File: config.mk
export PLATFORM = sky130hd
export DESIGN_NAME = mac_top
export DESIGN_NICKNAME = d
export VERILOG_FILES = /design/src/hw/mac_top.v /design/src/hw/mac_wrap.v
export VERILOG_INCLUDE_DIRS = /design/src /design/src/hw
export SDC_FILE = /design/constraint.sdc
export NUM_CORES = 1
export LEC_CHECK = 0
export ABC_AREA = 1
export BUFFER_PORTS_ARGS = -buffer_cell sky130_fd_sc_hd__buf_4
export CORE_ASPECT_RATIO = 1.4
export CORE_MARGIN = 10
export CORE_UTILIZATION = 58
export DETAILED_ROUTE_END_ITERATION = 10
export PLACE_DENSITY = 0.82
export SLEW_MARGIN = 20
export SYNTH_ARGS = -nofsm -noshare
export SYNTH_HDL_FRONTEND = slang
export SYNTH_SLANG_ARGS = --single-unit
File: constraint.sdc
create_clock -name i_core_clk -period 1.5 [get_ports i_core_clk]
set_input_delay 0.45 -clock i_core_clk [delete_from_list [all_inputs] [get_ports i_core_clk]]
set_output_delay 0.45 -clock i_core_clk [all_outputs]
set_load 0.05 [all_outputs]
File: src/hw/mac_defs.vh
// Constants for the circular-buffer address correction block
`ifndef MAC_DEFS_VH
`define MAC_DEFS_VH
// Address width and working-register count
`define MAC_AW 16
`define MAC_NREG 16
`define MAC_SELW 4
// Addressing modes of an access
`define MAC_MODE_PLAIN 2'h0
`define MAC_MODE_PRE 2'h1
`define MAC_MODE_POST 2'h2
`define MAC_MODE_OFFS 2'h3
// Reset value of the pointer and address outputs
`define MAC_ADDR_RST 16'h0000
`endif

File: src/hw/mac_top.v
// Circular-buffer address correction for the primary and secondary address generators
`timescale 1ns/10ps
`default_nettype none
`include "mac_defs.vh"
module mac_top #(
   parameter AW = `MAC_AW,
   parameter SELW = `MAC_SELW
) (
   input wire i_core_clk,
   input wire i_nrst,
   // Circular buffer configuration, one pair per address space
   input wire [AW-1:0] i_pri_start,
   input wire [AW-1:0] i_pri_end,
   input wire [AW-1:0] i_sec_start,
   input wire [AW-1:0] i_sec_end,
   input wire i_pri_circ_en,
   input wire i_sec_circ_en,
   input wire i_pri_bitrev_en,
   input wire i_pri_decrement,
   input wire i_sec_decrement,
   // Primary read address generator request
   input wire i_prd_valid,
   input wire [AW-1:0] i_prd_addr,
   input wire [1:0] i_prd_mode,
   input wire [SELW-1:0] i_prd_reg,
   // Primary write address generator request
   input wire i_pwr_valid,
   input wire [AW-1:0] i_pwr_addr,
   input wire [1:0] i_pwr_mode,
   input wire [SELW-1:0] i_pwr_reg,
   // Secondary address generator request
   input wire i_sec_valid,
   input wire [AW-1:0] i_sec_addr,
   input wire [1:0] i_sec_mode,
   input wire [SELW-1:0] i_sec_reg,
   // Corrected access addresses
   output reg o_prd_valid,
   output reg [AW-1:0] o_prd_addr,
   output reg o_prd_wrapped,
   output reg o_pwr_valid,
   output reg [AW-1:0] o_pwr_addr,
   output reg o_pwr_wrapped,
   output reg o_sec_valid,
   output reg [AW-1:0] o_sec_addr,
   output reg o_sec_wrapped,
   // Pointer write-backs to the working register file
   output reg o_prd_wb,
   output reg [SELW-1:0] o_prd_wb_reg,
   output reg [AW-1:0] o_prd_wb_data,
   output reg o_pwr_wb,
   output reg [SELW-1:0] o_pwr_wb_reg,
   output reg [AW-1:0] o_pwr_wb_data,
   output reg o_sec_wb,
   output reg [SELW-1:0] o_sec_wb_reg,
   output reg [AW-1:0] o_sec_wb_data
);
   // ********************************************
   // Wrap units, one per address generator
   // ********************************************
   // Slot 0 is the primary read, slot 1 the primary write, slot 2 the secondary
   localparam NGEN = 3;
   wire [NGEN*AW-1:0] req_addr;
   wire [NGEN*AW-1:0] bnd_start;
   wire [NGEN*AW-1:0] bnd_end;
   wire [NGEN*2-1:0] req_mode;
   wire [NGEN-1:0] circ_on;
   wire [NGEN-1:0] dec_on;
   wire [NGEN*AW-1:0] fix_addr;
   wire [NGEN-1:0] fix_wrap;
   wire [NGEN-1:0] mod_wb;
   wire [AW-1:0] prd_fix;
   wire [AW-1:0] pwr_fix;
   wire [AW-1:0] sec_fix;
   wire prd_wr;
   wire pwr_wr;
   wire sec_wr;
   wire prd_mod;
   wire pwr_mod;
   wire sec_mod;
   wire pwr_circ;

   // Both primary slots share the primary bounds and direction
   assign req_addr = {i_sec_addr, i_pwr_addr, i_prd_addr};
   assign req_mode = {i_sec_mode, i_pwr_mode, i_prd_mode};
   assign bnd_start = {i_sec_start, i_pri_start, i_pri_start};
   assign bnd_end = {i_sec_end, i_pri_end, i_pri_end};
   assign dec_on = {i_sec_decrement, i_pri_decrement, i_pri_decrement};
   // Bit-reverse wins only on the primary write path; primary read stays circular
   assign pwr_circ = i_pri_circ_en & ~i_pri_bitrev_en;
   // Secondary space has its own enable and its own bounds
   assign circ_on = {i_sec_circ_en, pwr_circ, i_pri_circ_en};

   // Same check in every slot; any register index is accepted, no subset is special
   genvar g;
   generate
      for (g = 0; g < NGEN; g = g + 1)
      begin : g_slot
         mac_wrap #(.AW(AW)) u_wrap (
            .i_addr(req_addr[g*AW +: AW]),
            .i_start(bnd_start[g*AW +: AW]),
            .i_end(bnd_end[g*AW +: AW]),
            .i_enable(circ_on[g]),
            .i_decrement(dec_on[g]),
            .o_addr(fix_addr[g*AW +: AW]),
            .o_wrapped(fix_wrap[g])
         );
         // Offset and plain modes leave the base pointer untouched
         assign mod_wb[g] = (req_mode[2*g +: 2] == `MAC_MODE_PRE) |
            (req_mode[2*g +: 2] == `MAC_MODE_POST);
      end
   endgenerate

   // Split the slot vectors back out for the output registers
   assign prd_fix = fix_addr[AW-1:0];
   assign pwr_fix = fix_addr[2*AW-1:AW];
   assign sec_fix = fix_addr[3*AW-1:2*AW];
   assign {sec_wr, pwr_wr, prd_wr} = fix_wrap;
   assign {sec_mod, pwr_mod, prd_mod} = mod_wb;

   // ********************************************
   // Next output values
   // ********************************************
   reg next_prd_valid;
   reg [AW-1:0] next_prd_addr;
   reg next_prd_wrapped;
   reg next_pwr_valid;
   reg [AW-1:0] next_pwr_addr;
   reg next_pwr_wrapped;
   reg next_sec_valid;
   reg [AW-1:0] next_sec_addr;
   reg next_sec_wrapped;
   reg next_prd_wb;
   reg [SELW-1:0] next_prd_wb_reg;
   reg [AW-1:0] next_prd_wb_data;
   reg next_pwr_wb;
   reg [SELW-1:0] next_pwr_wb_reg;
   reg [AW-1:0] next_pwr_wb_data;
   reg next_sec_wb;
   reg [SELW-1:0] next_sec_wb_reg;
   reg [AW-1:0] next_sec_wb_data;

   // Flags are gated by valid so an idle slot never reports a wrap or a write-back
   always @*
   begin
      // Access addresses are always the corrected ones, offset mode too
      next_prd_valid = i_prd_valid;
      next_prd_addr = prd_fix;
      next_prd_wrapped = i_prd_valid & prd_wr;
      next_pwr_valid = i_pwr_valid;
      next_pwr_addr = pwr_fix;
      next_pwr_wrapped = i_pwr_valid & pwr_wr;
      next_sec_valid = i_sec_valid;
      next_sec_addr = sec_fix;
      next_sec_wrapped = i_sec_valid & sec_wr;
      // Pointer update only for pre- and post-modify
      next_prd_wb = i_prd_valid & prd_mod;
      next_prd_wb_reg = i_prd_reg;
      next_prd_wb_data = prd_fix;
      next_pwr_wb = i_pwr_valid & pwr_mod;
      next_pwr_wb_reg = i_pwr_reg;
      next_pwr_wb_data = pwr_fix;
      next_sec_wb = i_sec_valid & sec_mod;
      next_sec_wb_reg = i_sec_reg;
      next_sec_wb_data = sec_fix;
   end

   // ********************************************
   // Output registers
   // ********************************************
   // One cycle of latency keeps every output on a flip-flop
   always @(posedge i_core_clk or negedge i_nrst)
   begin
      if (!i_nrst)
      begin
         o_prd_valid <= 1'b0;
         o_prd_addr <= `MAC_ADDR_RST;
         o_prd_wrapped <= 1'b0;
         o_pwr_valid <= 1'b0;
         o_pwr_addr <= `MAC_ADDR_RST;
         o_pwr_wrapped <= 1'b0;
         o_sec_valid <= 1'b0;
         o_sec_addr <= `MAC_ADDR_RST;
         o_sec_wrapped <= 1'b0;
         o_prd_wb <= 1'b0;
         o_prd_wb_reg <= {SELW{1'b0}};
         o_prd_wb_data <= `MAC_ADDR_RST;
         o_pwr_wb <= 1'b0;
         o_pwr_wb_reg <= {SELW{1'b0}};
         o_pwr_wb_data <= `MAC_ADDR_RST;
         o_sec_wb <= 1'b0;
         o_sec_wb_reg <= {SELW{1'b0}};
         o_sec_wb_data <= `MAC_ADDR_RST;
      end
      else
      begin
         // Addresses and data follow every cycle; only the flags depend on valid
         o_prd_valid <= next_prd_valid;
         o_prd_addr <= next_prd_addr;
         o_prd_wrapped <= next_prd_wrapped;
         o_pwr_valid <= next_pwr_valid;
         o_pwr_addr <= next_pwr_addr;
         o_pwr_wrapped <= next_pwr_wrapped;
         o_sec_valid <= next_sec_valid;
         o_sec_addr <= next_sec_addr;
         o_sec_wrapped <= next_sec_wrapped;
         // Write-back strobes stay high for as many cycles as a pre- or post-modify request is valid
         o_prd_wb <= next_prd_wb;
         o_prd_wb_reg <= next_prd_wb_reg;
         o_prd_wb_data <= next_prd_wb_data;
         o_pwr_wb <= next_pwr_wb;
         o_pwr_wb_reg <= next_pwr_wb_reg;
         o_pwr_wb_data <= next_pwr_wb_data;
         o_sec_wb <= next_sec_wb;
         o_sec_wb_reg <= next_sec_wb_reg;
         o_sec_wb_data <= next_sec_wb_data;
      end
   end
endmodule // mac_top
`default_nettype wire

File: src/hw/mac_wrap.v
// One circular-buffer boundary check and wrap unit
`timescale 1ns/10ps
`default_nettype none
module mac_wrap #(
   parameter AW = 16
) (
   input wire [AW-1:0] i_addr,
   input wire [AW-1:0] i_start,
   input wire [AW-1:0] i_end,
   input wire i_enable,
   input wire i_decrement,
   output wire [AW-1:0] o_addr,
   output wire o_wrapped
);
   // Buffer length is end minus start plus one
   wire [AW-1:0] len;
   wire over_hi;
   wire under_lo;
   assign len = i_end - i_start + {{(AW-1){1'b0}}, 1'b1};
   // Magnitude tests catch a step that jumps past the boundary
   assign over_hi = (i_addr > i_end);
   assign under_lo = (i_addr < i_start);
   assign o_wrapped = i_enable & (i_decrement ? under_lo : over_hi);
   // Subtract length going up, add it going down
   assign o_addr = !o_wrapped ? i_addr :
      (i_decrement ? i_addr + len : i_addr - len);
endmodule // mac_wrap
`default_nettype wire

==> results.txt, run 1 <==
count of flip-flops with a built-in enable after synthesis - 0
stage at which the flow ended - clock tree synthesis (4_1_cts)
result of the run - aborted with a tool error
clock buffer count from CTS - 9
post-synth net total - 1785
synthesized instance count - 1438
area fraction of the dominant cell type after synthesis - 0.2540
area leader, netlist - sky130_fd_sc_hd__ha_1
hold buffer count at CTS - 0
number of distinct library cell variants in the gate-level netlist after synthesis - 43
count of buffers from port buffering - 256
number of gates resized after cts - 320
overall die width - 130.7 um
Synth Cell Area - 0.009950 mm2
async set-reset flop share out of synthesis - 1.000
y dimension of the die - 175.0 um
Top FF cell, synth - sky130_fd_sc_hd__dfrtp_1
postcts setup bufs - 39
Warnings, synthesis - 0
number of clock sinks seen by CTS - 69
sequential fraction of the synthesis area - 0.1735
top cells by instance count after synthesis - sky130_fd_sc_hd__nand2_1, sky130_fd_sc_hd__inv_1, sky130_fd_sc_hd__ha_1, sky130_fd_sc_hd__a21oi_1, sky130_fd_sc_hd__nand3_1
error text reported by the tool - [ERROR DPL-0038] Utilization greater than 100%, impossible to legalize
buffers from clock root to sink, at most - 2
top-level port count - 257
DP HPWL - 34.44 mm
leading cell type by number of instances after synthesis - sky130_fd_sc_hd__nand2_1
number of H-tree levels - 3
initial core utilization - 0.5917
global placer's final weighted congestion - 0.9742
cells taking the most area after synthesis - sky130_fd_sc_hd__ha_1, sky130_fd_sc_hd__dfrtp_1, sky130_fd_sc_hd__nand2_1
number of flip-flops and latches in the synthesized netlist - 69
mean instance size in the synthesized netlist - 6.919 um2
site row count - 56
Post-Place Cells - 2178
Clk Tree Root Cell - sky130_fd_sc_hd__clkbuf_16
[logic make-up after synthesis]
| family | count (synthesis) | share of synthesized area |
|---|---|---|
| xor+xnor | 71 | 0.06250 |
| flops | 69 | 0.1735 |
| buf+inv | 285 | 0.1261 |
| compound gates | 229 | 0.1263 |
| simple gates | 577 | 0.2475 |
| fa+ha+maj | 207 | 0.2641 |
[per-stage QoR]
step           hold slack, ps  area, um2  setup slack (ps)
2_1_floorplan           154.4      10630             -2207
3_3_place_gp            483.0      15000             -2579
3_5_place_dp            490.1      15000             -2724
==> run 2, diff against run 1 <==
CORE_ASPECT_RATIO = default   (was 1.4)
CORE_UTILIZATION = 40   (was 58)
PLACE_DENSITY = default   (was 0.82)
PLACE_DENSITY_LB_ADDON = 0.15   (was default)
==> run 2 against run 1 <==
The flow now finishes, with violations (negative setup slack). Area after synthesis is the same. Synthesized cell count is the same.
==> results.txt, run 2 <==
fill count - 1785
worst slew slack as a fraction of its limit - 0.7067
largest driver fanout on the critical path - 3
Tot GR Track Use - 0.2338
violations in the final reports - negative setup slack
number of flip-flops and latches in the synthesized netlist - 69
number of clock sinks seen by CTS - 69
Min Hold Slack - 228.1 ps
layout cell share with drive strength beyond 1 - 0.5000
result of the run - finished with violations
antenna violations before repair - 0
global placer's final weighted congestion - 0.9391
library cell contributing the largest single delay on the critical path - sky130_fd_sc_hd__fa_2
VDD IR-drop max - 762.1 uV
CP max stage delay - 400 ps
leading cell type by number of instances after synthesis - sky130_fd_sc_hd__nand2_1
placeable core region - 0.02439 mm2
initial core utilization - 0.4079
buffers from clock root to sink, at most - 2
DRC viols - 0
switching power as a share of total power - 0.4711
Synth Cell Area - 0.009950 mm2
DRC violation total after the first TritonRoute iteration - 677
Pwr per Cell Area - 1091 mW/mm2
post-synthesis to final-layout area growth - 79.16%
top cells by instance count after synthesis - sky130_fd_sc_hd__nand2_1, sky130_fd_sc_hd__inv_1, sky130_fd_sc_hd__ha_1, sky130_fd_sc_hd__a21oi_1, sky130_fd_sc_hd__nand3_1
Worst Setup Start Kind - primary input
cells taking the most area after synthesis - sky130_fd_sc_hd__ha_1, sky130_fd_sc_hd__dfrtp_1, sky130_fd_sc_hd__nand2_1
clock buffer count from CTS - 9
most frequent CP cell - sky130_fd_sc_hd__nand2_1
largest registers - o_prd_wb_data x16, o_pwr_wb_data x16, o_sec_addr x16
average wire length per cell after detail routing - 17.67 um
net count reported at finish - 2377
count of flip-flops with a built-in enable after synthesis - 0
Top FF cell, synth - sky130_fd_sc_hd__dfrtp_1
Net Sw Power - 9.159 mW
y dimension of the die - 177.7 um
# Max-Cap Violations - 0
diode count - 0
Fmax achieved - 264.9 MHz
data required time of the critical path - 1720 ps
number of H-tree levels - 3
endpoint class of the critical path - flip-flop
site row count - 57
commonest cells after routing, fill and taps aside - sky130_fd_sc_hd__buf_4, sky130_fd_sc_hd__nand2_1, sky130_fd_sc_hd__inv_1
RSZ-0062 raised after global routing - true
mean instance size in the synthesized netlist - 6.919 um2
stages on the worst setup path - 25
async set-reset flop share out of synthesis - 1.000
static leakage power - 9.346 nW
via count of the first global-routing pass - 11930
final core utilization - 0.7308
DR vias/cell - 5.122
area fraction of the dominant cell type after synthesis - 0.2540
count of final hold-check violations - 0
DR vias - 12080
area leader, netlist - sky130_fd_sc_hd__ha_1
top-level port count - 257
TritonCTS clock tree - yes
data arrival time at the worst-slack endpoint - 4000 ps
Final setup violation count - 51
clock edge transition at the registers on the reported setup and hold paths - 60 ps
power share of the combinational group - 0.769
post-synth net total - 1785
Clk Tree Root Cell - sky130_fd_sc_hd__clkbuf_16
share of the clock period used by the worst path after layout - 2.517
setup slack after layout - -2276 ps
Clock power frac - 0.110
sequential fraction of the synthesis area - 0.1735
overall die width - 177.7 um
maximum number of pins on one net before global-route repair - 24
global-route wire length before repair - 59.89 mm
final global-route overflow total - 0
Final Max Slew Viols - 0
full die area - 0.03158 mm2
worst min path class - in -> reg
minimum clock period - 3776 ps
cell family with the largest share of critical-path delay - adder cells
first-pass detailed-route iteration total - 5
most frequent standard cell in the layout excluding fill and tap cells - sky130_fd_sc_hd__buf_4
synthesized instance count - 1438
number of distinct library cell variants in the gate-level netlist after synthesis - 43
critical path class - in -> reg
Hold Path Cell Cnt - 1
Warnings, synthesis - 0
internal power contribution - 10.28 mW
number of buffer and inverter instances along the worst setup path - 5
number of nets with antenna violations after detailed routing - 0
transition time at the pin with the least slew margin - 438.4 ps
part of the total power dissipated in sequential elements - 0.120
wire length after detailed routing - 41.66 mm
count of buffers from port buffering - 256
DP HPWL - 31.16 mm
## run 2: cell counts after synthesis
No cell type changed its count.
## run 2: layout make-up
cell class	count	area [um2]	area share
clock buffer	10	239.0	0.01341
clock inverter	5	60.06	0.003369
inverter	227	949.7	0.05327
multi-input combinational	1085	9181	0.5151
sequential	69	1727	0.09686
tap	324	405.4	0.02274
timing repair buffer	638	5264	0.2953
## run 2: path summary, 6_finish.rpt
kind,start,endpoint
worst max-delay path,i_sec_end[1],o_sec_addr[15]$_DFF_PN0_
min in group asynchronous,i_nrst,o_prd_wb_data[13]$_DFF_PN0_
worst min-delay path,i_sec_reg[2],o_sec_wb_reg[2]$_DFF_PN0_
max in group asynchronous,i_nrst,o_sec_addr[3]$_DFF_PN0_
## run 2: cell families after synthesis
group                      synth area share
and+or+nand+nor                      0.2475
buffers and inverters                0.1261
AOI/OAI and AO/OA                    0.1263
adders and majority gates            0.2641
xor gates and xnor gates            0.06250
DFF                                  0.1735
## run 2: layer usage
layer  vias up  part of all wire  global-route usage
met1      5619              0.39              0.2747
li1       5866                 -                   -
met5         -                 0                   0
met4         0             0.035             0.06287
met3       113             0.074             0.04887
met2       479              0.50              0.4205
## run 2: timing repair
item / CTS / global route
hold buffers: 1 / 0
pin swaps: 164 / 166
endpoints found under the setup margin: 51 / 51
buffers inserted: 47 / 30
endpoints found under the hold margin: 4 / 0
gates cloned: 6 / 0
gates resized for setup: 226 / 182
## run 2: power by group through the flow
stage | Sequential, mW | Clock, mW | Combinational, mW
6_report | 2.34 | 2.15 | 15.0
3_5_place_dp | 2.37 | 0 | 11.2
3_3_place_gp | 2.37 | 0 | 11.0
2_1_floorplan | 3.25 | 0 | 6.10
4_1_cts | 2.34 | 2.16 | 13.2
5_1_grt | 2.36 | 2.26 | 15.9
## run 2: per-stage QoR
stage / total power, mW / TNS, ps / area [um2] / std cells / worst slack (ps)
final: 19.44 / -78440 / 17830 / 2358 / -2276
after global routing: 20.49 / -83950 / 17830 / 2358 / -2488
after CTS: 17.67 / -72450 / 16830 / 2341 / -2257
after detailed placement: 13.58 / -96290 / 15020 / 2282 / -2628
after global placement: 13.38 / -94250 / 15020 / 2282 / -2536
after floorplan: 9.358 / -68170 / 10630 / 1438 / -2207
No activity file was read; power rests on OpenSTA's default activity.
==> run 3, diff against run 2 <==
clock period = 4.6 ns   (was 1.5 ns; I/O delays follow)
==> run 3 against run 2 <==
The run still ends with negative setup slack left. Utilization decreased by 13 points. Sequential cell count stayed put. Clock-buffer cell count down 1. Sequential power decreased by 68%. Final area shrank 18%. Wire length is 17% lower. Worst setup slack improved by 2200 ps. Clock power is 69% lower. Via count decreased by 11%. Global-route usage shrank 2.6 points. Hold slack improved by 920 ps. Largest cell class unchanged. Highest routed layer unchanged.
==> results.txt, run 3 (synthesized netlist as in run 2, its figures left out) <==
result of the run - finished with violations
violations in the final reports - negative setup slack
DRC violation total after the first TritonRoute iteration - 516
clock buffer count from CTS - 9
data arrival time at the worst-slack endpoint - 4890 ps
Tot GR Track Use - 0.2077
buffers from clock root to sink, at most - 2
antenna violations before repair - 0
number of H-tree levels - 3
Worst Setup Start Kind - primary input
global-route wire length before repair - 53.01 mm
number of buffer and inverter instances along the worst setup path - 3
initial core utilization - 0.4079
TritonCTS clock tree - yes
Final Max Slew Viols - 0
count of buffers from port buffering - 256
worst slew slack as a fraction of its limit - 0.4110
Final setup violation count - 1
Pwr per Cell Area - 349.6 mW/mm2
largest registers - o_prd_wb_data x16, o_pwr_wb_data x16, o_sec_addr x16
sequential cell area - 0.001727 mm2
endpoint class of the critical path - flip-flop
Placed Instance Area - 0.01354 mm2
overall die width - 177.7 um
Fmax achieved - 214.4 MHz
number of clock sinks seen by CTS - 69
via count of the first global-routing pass - 10450
most frequent CP cell - sky130_fd_sc_hd__nand2_2
static leakage power - 8.237 nW
fin area - 0.01468 mm2
first-pass detailed-route iteration total - 5
site row count - 57
average wire length per cell after detail routing - 15.60 um
placeable core region - 0.02439 mm2
worst-path cell chain - buf_8 -> ha_4 -> inv_2 -> ha_4 -> fa_2 -> nor2_4 -> nand2_2 -> nor2_4 -> nand4_4 -> nor3_4 -> nand3_2 -> o21ai_2 -> xor2_1 -> ha_1 -> a21o_1 -> a21oi_2 -> nor2_1 -> a211o_1 -> a31oi_2 -> inv_1 -> nand2_2 -> nand3_2 -> nand2_2 -> nand2_2
minimum clock period - 4664 ps
top-level port count - 257
DR vias/cell - 4.852
data required time of the critical path - 4830 ps
library cell contributing the largest single delay on the critical path - sky130_fd_sc_hd__fa_2
count of final hold-check violations - 0
clock edge transition at the registers on the reported setup and hold paths - 60 ps
maximum number of pins on one net before global-route repair - 70
cell family with the largest share of critical-path delay - adder cells
transition time at the pin with the least slew margin - 883.5 ps
setup slack after layout - -63.56 ps
DRC viols - 0
largest driver fanout on the critical path - 3
diode count - 0
global placer's final weighted congestion - 0.9031
Post-Place Cells - 2179
y dimension of the die - 177.7 um
layout cell share with drive strength beyond 1 - 0.3490
final global-route overflow total - 0
DP HPWL - 29.51 mm
share of the clock period used by the worst path after layout - 1.014
DR vias - 10750
# Max-Cap Violations - 0
wire length after detailed routing - 34.55 mm
commonest cells after routing, fill and taps aside - sky130_fd_sc_hd__buf_4, sky130_fd_sc_hd__nand2_1, sky130_fd_sc_hd__inv_1
Clk Tree Root Cell - sky130_fd_sc_hd__clkbuf_16
critical path class - in -> reg
full die area - 0.03158 mm2
fill count - 2307
worst min path class - in -> reg
RSZ-0062 raised after global routing - true
net count reported at finish - 2233
number of nets with antenna violations after detailed routing - 0
Multi-input gate area - 0.007659 mm2
VDD IR-drop max - 311.6 uV
post-synthesis to final-layout area growth - 47.57%
Non-Filler Instances - 2215
CP max stage delay - 480 ps
most frequent standard cell in the layout excluding fill and tap cells - sky130_fd_sc_hd__buf_4
run 3: changes by cell type in the layout (fill, tap and decap cells not counted), moves of 20 or more:
cell                      delta
sky130_fd_sc_hd__a21oi_1    +28
sky130_fd_sc_hd__inv_1      +25
sky130_fd_sc_hd__buf_6      -62
sky130_fd_sc_hd__nand2_2    -27
sky130_fd_sc_hd__ha_4       -41
sky130_fd_sc_hd__o21ai_1    -20
sky130_fd_sc_hd__o21ai_0    +42
sky130_fd_sc_hd__ha_1       +40
sky130_fd_sc_hd__nand2_1    +44
sky130_fd_sc_hd__buf_4      -65
run 3: stage by stage:
step	util	setup TNS, ps	hold slack [ps]	total power [mW]	setup WS, ps
3_5_place_dp	0.5549	-8619	1491	4.138	-518.3
4_1_cts	0.5764	-190.0	1134	4.916	-190.0
6_report	0.6020	-63.56	1151	5.133	-63.56
5_1_grt	0.6020	-911.2	1129	5.527	-232.5
3_3_place_gp	0.5549	-7722	1490	4.108	-455.6
2_1_floorplan	-	-139.5	1084	2.853	-139.5
run 3: cell type report:
cell class / instances / share of cell area
clock inverters: 7 / 0.004431
clock buffers: 9 / 0.01534
multi-input cells: 1084 / 0.5216
well taps: 324 / 0.02761
inverters: 227 / 0.05854
flip-flops and latches: 69 / 0.1176
repair buffers: 495 / 0.2549
run 3: where the power goes:
group / internal [mW] / switching (mW)
registers: 0.695 / 0.0620
logic: 1.59 / 2.11
clock network: 0.378 / 0.296
run 3: path summary, 6_finish.rpt:
kind	endpoint	startpoint	slack, ps	cells past startpoint
setup / recovery	o_sec_addr[15]$_DFF_PN0_	i_sec_start[1]	-60	24
hold / removal	o_pwr_wb_reg[3]$_DFF_PN0_	i_pwr_reg[3]	1150	1
max in group asynchronous	o_sec_addr[6]$_DFF_PN0_	i_nrst	2870	1
min in group asynchronous	o_pwr_wb_data[15]$_DFF_PN0_	i_nrst	1160	1
run 3: what timing repair did:
item                       CTS  global route
hold buffers                 0             0
gates cloned                 0             0
setup endpoints to repair   12            22
pin swaps                   32            74
resized for setup           36           113
buffers inserted             9            11
run 3: per-layer routing:
metal	GRT usage	part of all wire
met1	0.2841	0.48
met2	0.3318	0.43
met3	0.04144	0.065
met4	0.04238	0.020
met5	0	0
